## src/core/wdslp_defs.svh

```systemverilog
`ifndef WDSLP_DEFS_SVH
`define WDSLP_DEFS_SVH
// register byte addresses on the bus
`define WDSLP_ADDR_WDCTRL    8'h00
`define WDSLP_ADDR_OPTCTRL   8'h04
`define WDSLP_ADDR_CFGWORD   8'h08
`define WDSLP_ADDR_STATUS    8'h0c
`define WDSLP_ADDR_CORECMD   8'h10
// reset values and write mask
`define WDSLP_WDCTRL_RST     8'h08
`define WDSLP_OPTCTRL_RST    8'hff
`define WDSLP_WDCTRL_MASK    8'h1f
// field positions
`define WDSLP_SOFTON_BIT     0
`define WDSLP_PSEL_LO        1
`define WDSLP_PSEL_HI        4
`define WDSLP_CFG_WDON_BIT   3
`define WDSLP_CFG_WAKERST    7
`define WDSLP_CMD_KICK       0
`define WDSLP_CMD_SLEEP      1
`define WDSLP_CMD_OSCFAIL    2
// prescaler select
`define WDSLP_PSEL_MAX       4'hb
`define WDSLP_PSEL_BASE      5
// time base, timing and interrupt vector
`define WDSLP_SLOWOSC_KHZ    31
`define WDSLP_CLK_KHZ        40000
`define WDSLP_INT_VECTOR     13'h0004
`endif

```

## src/core/wdslp_pkg.sv

```systemverilog
package wdslp_pkg;
	typedef enum logic [1:0] {WDSLP_AWAKE, WDSLP_ASLEEP, WDSLP_STARTUP} wdslp_mode_t;

	typedef struct packed {
		logic [7:0]  wdCtrl;
		logic [7:0]  optCtrl;
		logic [7:0]  cfgWord;
		logic        cfgValid;
		wdslp_mode_t mode;
		logic        asleep;
		logic [15:0] osCnt;
		logic [15:0] preCnt;
		logic [7:0]  wdCnt;
		logic [15:0] startCnt;
		logic        expiredN;
		logic        powerdownN;
		logic        devReset;
		logic        vectorJump;
		logic        oscStop;
		logic        pinHold;
		logic        aWrite;
		logic        aRead;
		logic [7:0]  aAddr;
		logic        hreadyOut;
		logic [31:0] hrdata;
	} wdslp_state_t;
endpackage : wdslp_pkg

```

## src/core/wdslp_top.sv

```systemverilog
`timescale 1ns/1ps
`include "wdslp_defs.svh"
// How it works
// - watchdog counts a slow tick made by dividing the system clock by OSC_DIV (about 31 kHz by default).
// - any reset loads watchdog_control with 0x08: 1:512 ratio, software enable off.
// - watchdog held in reset while the crystal start-up count runs.
// - 16-bit prescaler divides the slow clock by 32 up to 65536.
// - with cfg_watchdog_on set the watchdog always runs.
// - with cfg_watchdog_on clear, soft_watchdog_on turns the watchdog on and off.
// - kick, oscillator failure and sleep exit clear the count; watchdog off (config and soft enable both clear) holds it cleared.
// - after crystal-clock wake the watchdog stays cleared until start-up delay ends.
// - period select bits 4-1 pick 1:32..1:65536; codes 1100-1111 reserved.
// - sleep clears watchdog, clears powerdown, sets expired flag, stops oscillator, holds pins.
// - external reset pin wake resets; watchdog or interrupt wake continues execution.
// - watchdog wake clears expired flag; powerdown set on power-up, cleared on sleep.
// - enabled interrupt wakes device regardless of global_irq_enable.
// - after interrupt wake, next instruction runs then vector jump if global enable.
// - every wake-up clears the watchdog counter.
// - sleep with interrupt already pending acts as no-op, nothing cleared or changed.
// - interrupt during sleep completes sleep effects then wakes at once.
// - only clockless sources may wake the device.
// - watchdog reset is internal only, never drives the external reset pin.
// - wake_reset_cfg zero makes every wake-up a full device reset.
module wdslp_top #(
	parameter int WDCNT_W      = 8,
	parameter int STARTUP_CYC  = 1024,
	parameter int OSC_DIV      = (`WDSLP_CLK_KHZ + `WDSLP_SLOWOSC_KHZ - 1) / `WDSLP_SLOWOSC_KHZ
) (
	input  wire logic        clk,
	input  wire logic        nrst,
	input  wire logic        clkEn,
	input  wire logic [7:0]  cfgWordIn,
	input  wire logic        crystalClock,
	input  wire logic        externalResetPin,
	input  wire logic        globalIrqEnable,
	input  wire logic [4:0]  wakeIrqPending,
	input  wire logic        hsel,
	input  wire logic [31:0] haddr,
	input  wire logic [1:0]  htrans,
	input  wire logic        hwrite,
	input  wire logic [2:0]  hsize,
	input  wire logic [31:0] hwdata,
	input  wire logic        hready,
	output logic [31:0]      hrdata,
	output logic             hreadyout,
	output logic             hresp,
	output logic             deviceReset,
	output logic             vectorJump,
	output logic             oscDriverOff,
	output logic             pinStateHold,
	output logic             sleeping,
	output logic             externalResetPinDrive
);
	////////////////////////////////////////////////////////////////////////////////
	// helpers

	// prescale ratio select: code 0 divides by 32, each code doubles, reserved codes clamp
	function automatic logic [15:0] ratioMask(input logic [3:0] sel);
		logic [3:0] s;
		s = (sel > `WDSLP_PSEL_MAX) ? `WDSLP_PSEL_MAX : sel;
		ratioMask = 16'((32'h1 << (32'(s) + `WDSLP_PSEL_BASE)) - 32'h1);
	endfunction : ratioMask

	// address decode shared by the write strobes and the read mux
	function automatic logic regHit(input logic [7:0] addr, input logic [7:0] target);
		regHit = addr == target;
	endfunction : regHit

	// status word: start-up, asleep, expired (low = timed out), powerdown (low = slept), count
	function automatic logic [31:0] statusWord(input wdslp_pkg::wdslp_state_t st);
		statusWord = {20'h0, st.mode == wdslp_pkg::WDSLP_STARTUP,
			st.mode == wdslp_pkg::WDSLP_ASLEEP, st.expiredN, st.powerdownN, st.wdCnt};
	endfunction : statusWord

	// read mux: unmapped and write-only offsets return zero
	function automatic logic [31:0] readMux(input logic [7:0] addr,
		input wdslp_pkg::wdslp_state_t st);
		logic [31:0] d;
		d = 32'h0;
		if (regHit(addr, `WDSLP_ADDR_WDCTRL))
			d = {24'h0, st.wdCtrl};
		if (regHit(addr, `WDSLP_ADDR_OPTCTRL))
			d = {24'h0, st.optCtrl};
		if (regHit(addr, `WDSLP_ADDR_CFGWORD))
			d = {24'h0, st.cfgWord};
		if (regHit(addr, `WDSLP_ADDR_STATUS))
			d = statusWord(st);
		readMux = d;
	endfunction : readMux

	wdslp_pkg::wdslp_state_t s, n;

	logic wdOn;
	logic kick;
	logic sleepCmd;
	logic oscFail;
	logic irqWake;
	logic osTick;
	logic preTick;
	logic wdOvf;
	logic wakeRstCfgN;
	logic wrHit;

	////////////////////////////////////////////////////////////////////////////////
	// decode

	always_comb
	begin
		wrHit       = s.aWrite && regHit(s.aAddr, `WDSLP_ADDR_CORECMD);
		kick        = wrHit && hwdata[`WDSLP_CMD_KICK];
		sleepCmd    = wrHit && hwdata[`WDSLP_CMD_SLEEP];
		oscFail     = wrHit && hwdata[`WDSLP_CMD_OSCFAIL];
		irqWake     = |wakeIrqPending;
		wdOn        = s.cfgWord[`WDSLP_CFG_WDON_BIT] || s.wdCtrl[`WDSLP_SOFTON_BIT];
		wakeRstCfgN = s.cfgWord[`WDSLP_CFG_WAKERST];
		osTick      = s.osCnt == 16'(OSC_DIV - 1);
		preTick     = osTick && ((s.preCnt & ratioMask(s.wdCtrl[`WDSLP_PSEL_HI:`WDSLP_PSEL_LO]))
			== ratioMask(s.wdCtrl[`WDSLP_PSEL_HI:`WDSLP_PSEL_LO]));
		wdOvf       = wdOn && s.mode != wdslp_pkg::WDSLP_STARTUP && preTick && (&s.wdCnt);
	end

	////////////////////////////////////////////////////////////////////////////////
	// next state

	always_comb
	begin
		n = s;
		n.devReset   = 1'b0;
		n.vectorJump = 1'b0;
		if (!s.cfgValid)
		begin
			n.cfgWord  = cfgWordIn;
			n.cfgValid = 1'b1;
		end
		n.osCnt = osTick ? 16'h0 : s.osCnt + 16'h1;
		if (osTick)
			n.preCnt = s.preCnt + 16'h1;
		if (preTick)
			n.wdCnt = s.wdCnt + 8'h1;
		if (!wdOn || s.mode == wdslp_pkg::WDSLP_STARTUP)
		begin
			n.preCnt = 16'h0;
			n.wdCnt  = 8'h0;
		end
		if (kick || oscFail)
		begin
			n.preCnt = 16'h0;
			n.wdCnt  = 8'h0;
		end
		if (s.mode == wdslp_pkg::WDSLP_STARTUP)
		begin
			n.startCnt = s.startCnt + 16'h1;
			if (s.startCnt == 16'(STARTUP_CYC - 1))
			begin
				n.mode    = wdslp_pkg::WDSLP_AWAKE;
				n.pinHold = 1'b0;
			end
		end
		unique case (s.mode)
			wdslp_pkg::WDSLP_AWAKE:
			begin
				if (wdOvf)
				begin
					n.devReset = 1'b1;
					n.expiredN = 1'b0;
					n.wdCnt    = 8'h0;
					n.preCnt   = 16'h0;
				end
				else if (sleepCmd && !irqWake)
				begin
					n.mode       = wdslp_pkg::WDSLP_ASLEEP;
					n.preCnt     = 16'h0;
					n.wdCnt      = 8'h0;
					n.powerdownN = 1'b0;
					n.expiredN   = 1'b1;
					n.oscStop    = 1'b1;
					n.pinHold    = 1'b1;
				end
			end
			wdslp_pkg::WDSLP_ASLEEP:
			begin
				if (!externalResetPin || wdOvf || irqWake)
				begin
					n.preCnt   = 16'h0;
					n.wdCnt    = 8'h0;
					n.oscStop  = 1'b0;
					n.startCnt = 16'h0;
					n.mode     = crystalClock ? wdslp_pkg::WDSLP_STARTUP
						: wdslp_pkg::WDSLP_AWAKE;
					n.pinHold  = crystalClock;
					if (wdOvf)
						n.expiredN = 1'b0;
					if (!externalResetPin || !wakeRstCfgN)
						n.devReset = 1'b1;
					else if (irqWake && globalIrqEnable)
						n.vectorJump = 1'b1;
				end
			end
			wdslp_pkg::WDSLP_STARTUP:
			begin
			end
		endcase
		if (s.aWrite && regHit(s.aAddr, `WDSLP_ADDR_WDCTRL))
			n.wdCtrl = hwdata[7:0] & `WDSLP_WDCTRL_MASK;
		if (s.aWrite && regHit(s.aAddr, `WDSLP_ADDR_OPTCTRL))
			n.optCtrl = hwdata[7:0];
		if (n.devReset)
		begin
			n.wdCtrl  = `WDSLP_WDCTRL_RST;
			n.optCtrl = `WDSLP_OPTCTRL_RST;
		end
		// ahb-lite slave: zero wait states, reads answered in the data phase
		n.aWrite    = hsel && hready && htrans[1] && hwrite;
		n.aRead     = hsel && hready && htrans[1] && !hwrite;
		n.aAddr     = haddr[7:0];
		n.hreadyOut = 1'b1;
		n.asleep    = n.mode == wdslp_pkg::WDSLP_ASLEEP;
		n.hrdata    = 32'h0;
		// read the next state so a read issued in a write's data phase sees that write
		if (hsel && hready && htrans[1] && !hwrite)
			n.hrdata = readMux(haddr[7:0], n);
	end

	////////////////////////////////////////////////////////////////////////////////
	// state register

	always_ff @(posedge clk)
	begin
		if (!nrst)
		begin
			s            <= '0;
			s.wdCtrl     <= `WDSLP_WDCTRL_RST;
			s.optCtrl    <= `WDSLP_OPTCTRL_RST;
			s.mode       <= wdslp_pkg::WDSLP_AWAKE;
			s.expiredN   <= 1'b1;
			s.powerdownN <= 1'b1;
			s.hreadyOut  <= 1'b1;
		end
		else if (clkEn)
			s <= n;
	end

	assign hrdata                = s.hrdata;
	assign hreadyout             = s.hreadyOut;
	assign hresp                 = 1'b0;
	assign deviceReset           = s.devReset;
	assign vectorJump            = s.vectorJump;
	assign oscDriverOff          = s.oscStop;
	assign pinStateHold          = s.pinHold;
	assign sleeping              = s.asleep;
	assign externalResetPinDrive = 1'b0;
endmodule : wdslp_top

```

## config.mk

```make
export PLATFORM = sky130hd
export DESIGN_NAME = wdslp_top
export DESIGN_NICKNAME = d
export VERILOG_FILES = /design/src/core/wdslp_pkg.sv /design/src/core/wdslp_top.sv
export VERILOG_INCLUDE_DIRS = /design/src /design/src/core
export SDC_FILE = /design/constraint.sdc
export NUM_CORES = 1
export LEC_CHECK = 0
export BUFFER_PORTS_ARGS = -buffer_cell sky130_fd_sc_hd__clkbuf_2
export CORE_MARGIN = 4
export CORE_UTILIZATION = 35
export DETAILED_ROUTE_END_ITERATION = 8
export GPL_TIMING_DRIVEN = 0
export PLACE_DENSITY = 0.66
export SLEW_MARGIN = 0
export SYNTH_ARGS = -nofsm -noshare
export SYNTH_HDL_FRONTEND = slang
export SYNTH_SLANG_ARGS = --single-unit
```

## constraint.sdc

```tcl
create_clock -name clk -period 2.25 [get_ports clk]
set_input_delay 0.1125 -clock clk [delete_from_list [all_inputs] [get_ports clk]]
set_output_delay 0.1125 -clock clk [all_outputs]
set_load 0.02 [all_outputs]
```

# [Yosys cells after proc, flatten, opt, wreduce, memory -nomap -nowiden]
# Index checks and enable logic that the tools add are counted.
[op_classes] addsub=6 multipliers=0 div_mod_pow=0 order_cmp=1 eq_ne=16 shift=1 mux=46 bitwise=1 n_reduce_logical=34
[ops] cell="32-bit two-way mux" n=4
[ops] cell="24-bit two-way mux" n=4
[ops] cell="16-bit two-way mux" n=5
[ops] cell="16-bit by 1-bit adder with 16-bit output, second input constant" n=3
[ops] cell="24-bit one-hot mux with 2 select lines" n=1
[ops] cell="41-bit two-way mux" n=1
[ops] cell="8-bit two-way mux" n=4
[ops] cell="2-bit two-way mux" n=9
[ops] cell="16-bit AND" n=1
[ops] cell="16-bit by 10-bit == test with 1-bit output, second input constant" n=1
[ops] cell="16-bit by 11-bit == test with 1-bit output, second input constant" n=1
[ops] cell="16-bit == test" n=1
[ops] cell="8-bit by 3-bit == test with 1-bit output, second input constant" n=2
[ops] cell="8-bit by 4-bit == test with 1-bit output, second input constant" n=2
[ops] cell="1-bit logical AND" n=16
[ops] cell="8-bit logical NOT" n=2
[ops] cell="1-bit by 5-bit << shifter with 16-bit output, first input constant" n=1
[ops] cell="16-bit by 1-bit subtractor with 16-bit output, second input constant" n=1
[ops] cell="1-bit two-way mux" n=11
[ops] cell="9-bit two-way mux" n=1
[ops] cell="8-bit by 1-bit adder with 8-bit output, second input constant" n=1
[ops] cell="8-bit by 5-bit == test with 1-bit output, second input constant" n=1
[ops] cell="4-bit two-way mux" n=2
[ops] cell="2-bit != test, second input constant" n=4
[ops] cell="13 further kinds" n=26
[word_totals] regBits=131 latch_bits=0 ram_bits=0 rom_bits=0 inputBits=91 out_inout_bits=40 wordCells=124 memories=0

# [Logic depth before layout (Yosys ltp)]
[depth] ltp_word=20 mapped_depth=11 depth_no_buf=9

# [Worst setup path after synthesis]
# OpenSTA, ideal clock, no wires.
[synth_timing] path_type="flip-flop to flip-flop" startpoint="register s[89] in the netlist's numbering" endpoint="register s[85] in the netlist's numbering" setup_time_ns=0.117 t_arrival_ns=2.325 t_required_ns=2.133 path_slack_ns=-0.193 stages_incl_launch_ff=12 period_less_slack_ns=2.443 cell_sequence="dfxtp_1 inv_1 ha_1 nor4b_2 nand4_2 nor4_2 and3_4 buf_6 o21a_1 buf_2 o21ai_0 a32o_1"
[synth_between] elab_chain_cells=8 word_cells_on_any_way=13 cone_classes="eq/ne: 1; mux: 7; reduce/logical: 5"
[synth_lines] element="start: declaration" line="wdslp_top.sv:91" rtl="wdslp_pkg::wdslp_state_t s, n;"
[synth_lines] element="start signal: assignment" line="wdslp_top.sv:240" rtl="s <= n;"
[synth_lines] element="16-bit by 11-bit == test with 1-bit output *" line="wdslp_top.sv:116" rtl="osTick = s.osCnt == 16'(OSC_DIV - 1);"
[synth_lines] element="branches (longest 6 deep; another with 24-bit two-way mux)"
[synth_lines] element="24-bit one-hot mux with 2 select lines *" line="wdslp_top.sv:159" rtl="unique case (s.mode)"
# Every way passes the cells marked *.
# A chain may end at the register's enable or synchronous reset.

# [Final worst setup path]
[layout_timing] startpoint="register s[128] in the netlist's numbering" endpoint="register s, in the netlist hrdata[5]"
[layout_between] elab_chain_cells=20 word_cells_on_any_way=28 cone_classes="add/sub: 2; order compare: 1; eq/ne: 1; shift: 1; mux: 17; bitwise: 1; reduce/logical: 5"
[layout_lines] element="4-bit greater-than comparator (no source line)"
[layout_lines] element="4-bit two-way mux *" line="wdslp_top.sv:60" rtl="s = (sel > `WDSLP_PSEL_MAX) ? `WDSLP_PSEL_MAX : sel;"
[layout_lines] element="4-bit by 3-bit adder with 5-bit output (no source line) *"
[layout_lines] element="1-bit by 5-bit << shifter with 16-bit output *" line="wdslp_top.sv:61" rtl="ratioMask = 16'((32'h1 << (32'(s) + `WDSLP_PSEL_BASE)) - 32'h1);"
[layout_lines] element="16-bit by 1-bit subtractor with 16-bit output *" line="wdslp_top.sv:61"
[layout_lines] element="16-bit AND" line="wdslp_top.sv:117" rtl="preTick = osTick && ((s.preCnt & ratioMask(s.wdCtrl[`WDSLP_PSEL_HI:`WDSLP_PSEL_LO]))"
[layout_lines] element="16-bit == test *" line="wdslp_top.sv:117"
[layout_lines] element="1-bit logical AND *" line="wdslp_top.sv:117"
[layout_lines] element="[... 4 more ...]"
[layout_lines] element="4-bit two-way mux" line="wdslp_top.sv:182" rtl="if (!externalResetPin || wdOvf || irqWake)"
[layout_lines] element="1-bit one-hot mux with 2 select lines" line="wdslp_top.sv:159"
[layout_lines] element="16-bit two-way mux" line="wdslp_top.sv:207" rtl="if (n.devReset)"
[layout_lines] element="8-bit two-way mux" line="wdslp_top.sv:80" rtl="if (regHit(addr, `WDSLP_ADDR_WDCTRL))"
[layout_lines] element="32-bit two-way mux" line="wdslp_top.sv:82" rtl="if (regHit(addr, `WDSLP_ADDR_OPTCTRL))"
[layout_lines] element="32-bit two-way mux" line="wdslp_top.sv:84" rtl="if (regHit(addr, `WDSLP_ADDR_CFGWORD))"
[layout_lines] element="32-bit two-way mux *" line="wdslp_top.sv:86" rtl="if (regHit(addr, `WDSLP_ADDR_STATUS))"
[layout_lines] element="32-bit two-way mux *" line="wdslp_top.sv:220" rtl="if (hsel && hready && htrans[1] && !hwrite)"
# Mark *: on every way between the ends. The rest lies on a longest branch, timed or not. The select of a mux whose other input is x is not followed.

==> metrics.txt <==
half-perimeter wire length after placement about 12 mm; post-synth top area share between 30% and 40%; CTS sink count roughly 110; Post-Synthesis Cells roughly 740; CTS tree done; global-route congestion overflow total 0; boundary pin count approximately 130; end-of-flow core utilization between 40 and 50%; top post-synthesis cells by area dfxtp_1 36%, nor2_1 6.2%, buf_4 4.4%; Die X-Extent about 140 µm; floorplan core area between 15000 and 20000 µm²; pin count of the biggest net entering global routing 19; Clock H-tree levels 3; GRT Total Usage about 18%; Fin Clk Skew a little over 0.01 ns; CTS clock-pin slew for the worst setup and hold paths about 0.08 ns; Critical Path Source s[128]; worst hold path type in2reg; clock tree root buffer cell clkbuf_16; endpoints failing hold 0; number of endpoints failing setup at the final stage 36; violations in the final reports negative setup slack; run status finished with violations; Clk Latency, worst-skew pair 0.36 ns; sort of element at the start of the critical path register; largest driver fanout on the critical path 7; post-detailed-route wirelength per cell 16.5 µm; via count of the first global-routing pass about 5600; Fmax ~0.42 GHz; Bufs on Longest Clock Path 2; crit end category register; Top FF cell, synth dfxtp_1; critical path start-end classification reg2reg; final routed DRC violation total 0; global placer's final weighted congestion 0.898; VDD IR max 0.395 mV; MaxCap Viol Count 0; EDFF count, synth 0; fill cell count approximately 1700; first-pass GRT wire length between 20 and 30 mm; series of cell instances along the critical path buf_6, nor4b_4, o221ai_2, nor4_4, buf_4, nand3_4, or3_4, a211oi_2, nor3_1; number of vias after detailed routing 5947; launch point of the worst reg-to-reg path s[128]; violation count after the first detailed-route iteration roughly 570; synthesis warning total 0; vias per std cell about 5.4; setup slack of the critical path after layout -0.118 ns; netlist area before placement roughly 6100 µm²; number of nets with antenna violations after detailed routing 0; iteration count of the initial detailed-routing pass 5; relative max-transition margin between 40% and 50%; die footprint between 15000 and 20000 µm²; unrepaired setup endpoints after global routing true; placed cell count approximately 1000; Worst Max-Slew Pin Slew between 0.8 and 0.9 ns; number of buffers added on ports between 50 and 60; row cnt 48; P&R area growth vs syn 32.6%; number of distinct library cells after synthesis 76; number of pins exceeding their max-slew limit in the final report 0; fraction of final layout cells sized beyond drive strength 1 between 20% and 30%; library cell with the largest summed area after synthesis dfxtp_1; static leakage 3.12 nW; Avg Inst Size Synth 8.20 µm²; sum of internal, switching and leakage power between 4 and 5 mW; required time of the critical path roughly 2.5 ns; # diodes 0; Initial Util approximately 36%; final period utilization 105%; Die Span Y 140 µm; sequential element share of the synthesized area 36.4%; share of flip-flops with an asynchronous set or reset 0%; Final Non-Filler Cells 1101; data arrival time at the worst-slack endpoint about 2.6 ns; number of buffers created by CTS 9; largest incremental delay on the critical path 0.41 ns; routed wire length roughly 18 mm; worst setup slack before clock tree synthesis -0.585 ns; # nets final 968; worst-path cell with the longest stage delay or3_4; HP Start cfgWordIn[1]; number of synthesized register bits roughly 110; number of antenna violations at the first check in global routing 0; pwr/cell area about 530 nW/µm²; clock period minus final worst setup slack around 2.4 ns
==> routing by layer <==
layer,up-vias,track usage (%),share of wire [%]
met2,217,28.6,47
li1,2875,-,-
met3,61,2.66,5.5
met1,2794,23.5,44
met4,0,7.29,3.8
met5,-,0,0
==> cells by family after synthesis <==
| kind of cell | count (synthesis) | synth area share, % |
|---|---|---|
| buf+inv | 89 | 7.95 |
| xor+xnor | 40 | 5.74 |
| compound gates | 161 | 18.2 |
| fa+ha+maj | 6 | 1.23 |
| flops | 111 | 36.4 |
| mux | 27 | 4.43 |
| simple gates | 308 | 25.9 |
| other cells | 2 | 0.123 |
==> Yosys cell counts, types with 4 or more instances <==
library cell	n
inv_1	19
buf_1	5
and4_1	7
o211a_1	4
buf_4	36
nand4_1	19
nor3_1	16
nand3_1	22
buf_2	7
nor2_1	101
a21oi_1	36
nand2_1	71
and2_1	7
a311oi_1	4
o22a_1	8
nor3b_1	4
dfxtp_1	111
ha_1	6
and3_1	9
clkbuf_1	20
a21o_1	7
nor4b_1	8
mux2i_1	27
xor2_1	28
o21ai_0	24
or3_1	6
a31oi_1	10
o211ai_1	5
nor2b_1	10
o21ai_1	5
a211oi_1	15
xnor2_1	12
==> critical path: cells and delay by family, from the launching register on <==
family,cells,cell delay (ns)
buffers and inverters,2,0.29
AND/OR/NAND/NOR,5,1.19
AO/OA/AOI/OAI,2,0.43
flip-flops,1,0.33
==> registers in the layout, summed over array words and instances, names as in the netlist <==
| name | cells |
|---|---|
| s | 94 |
| hrdata | 12 |
| deviceReset | 1 |
| oscDriverOff | 1 |
| pinStateHold | 1 |
| sleeping | 1 |
| vectorJump | 1 |
==> power by group <==
| part | internal [mW] | switching, mW | total (mW) | leakage (nW) |
|---|---|---|---|---|
| Clock | 1.01 | 0.766 | 1.78 | 0.159 |
| Sequential | 1.99 | 0.0259 | 2.02 | 0.902 |
| Combinational | 0.187 | 0.278 | 0.465 | 2.06 |
==> final timing paths <==
| path | cells past startpoint | endpoint | slack [ns] |
|---|---|---|---|
| worst max-delay path | 9 | hrdata[5] | -0.12 |
| worst min-delay path | 3 | s[110] | 0.0002 |
| worst max register to register | 9 | hrdata[5] | -0.12 |
| worst min register to register | 2 | oscDriverOff | 0.46 |
==> metrics by stage <==
stage / hold slack, ns / instance area (µm²) / TNS [ns]
finish: 0.000216 / 8090 / -1.96
floorplan: 0.232 / 6230 / 0
global placement: 0.339 / 6790 / -28.50
global route: 0.0235 / 8090 / -7.11
CTS: 0.00205 / 7680 / -0.776
detailed placement: 0.344 / 6790 / -26.98
==> cells in the final DEF (no fill, tap or decap), types with 7 or more instances in the layout <==
| master | count |
|---|---|
| xnor2_1 | 11 |
| conb_1 | 25 |
| dfxtp_2 | 7 |
| nor2b_1 | 10 |
| nor2_1 | 98 |
| clkbuf_16 | 9 |
| buf_4 | 64 |
| nand3_1 | 20 |
| a21oi_1 | 30 |
| nor3_1 | 11 |
| o22a_1 | 8 |
| o21ai_0 | 20 |
| mux2i_1 | 27 |
| nand4_1 | 19 |
| clkbuf_1 | 10 |
| dfxtp_1 | 103 |
| xor2_1 | 28 |
| inv_1 | 18 |
| nand2_1 | 66 |
| clkbuf_2 | 58 |
| a211oi_1 | 10 |
| buf_6 | 13 |
==> layout make-up <==
cell class	count	area, µm²	area share [%]
Clock inverter	6	90.1	1.11
Tap cell	225	282	3.48
Timing Repair Buffer	97	659	8.15
Sequential cell	111	2230	27.6
Multi-Input combinational cell	567	4050	50.1
Inverter	20	75.1	0.928
Buffer	65	462	5.71
Clock buffer	10	239	2.95
==> repair_timing <==
item,4_1_cts,5_1_grt
cloned,1,1
pin swaps,33,57
hold buffers,4,0
resized for setup,81,71
endpoints found under the setup margin,77,81
setup buffers,21,15
hold endpoints to repair,4,0
Power figures use the tool's default switching activity.
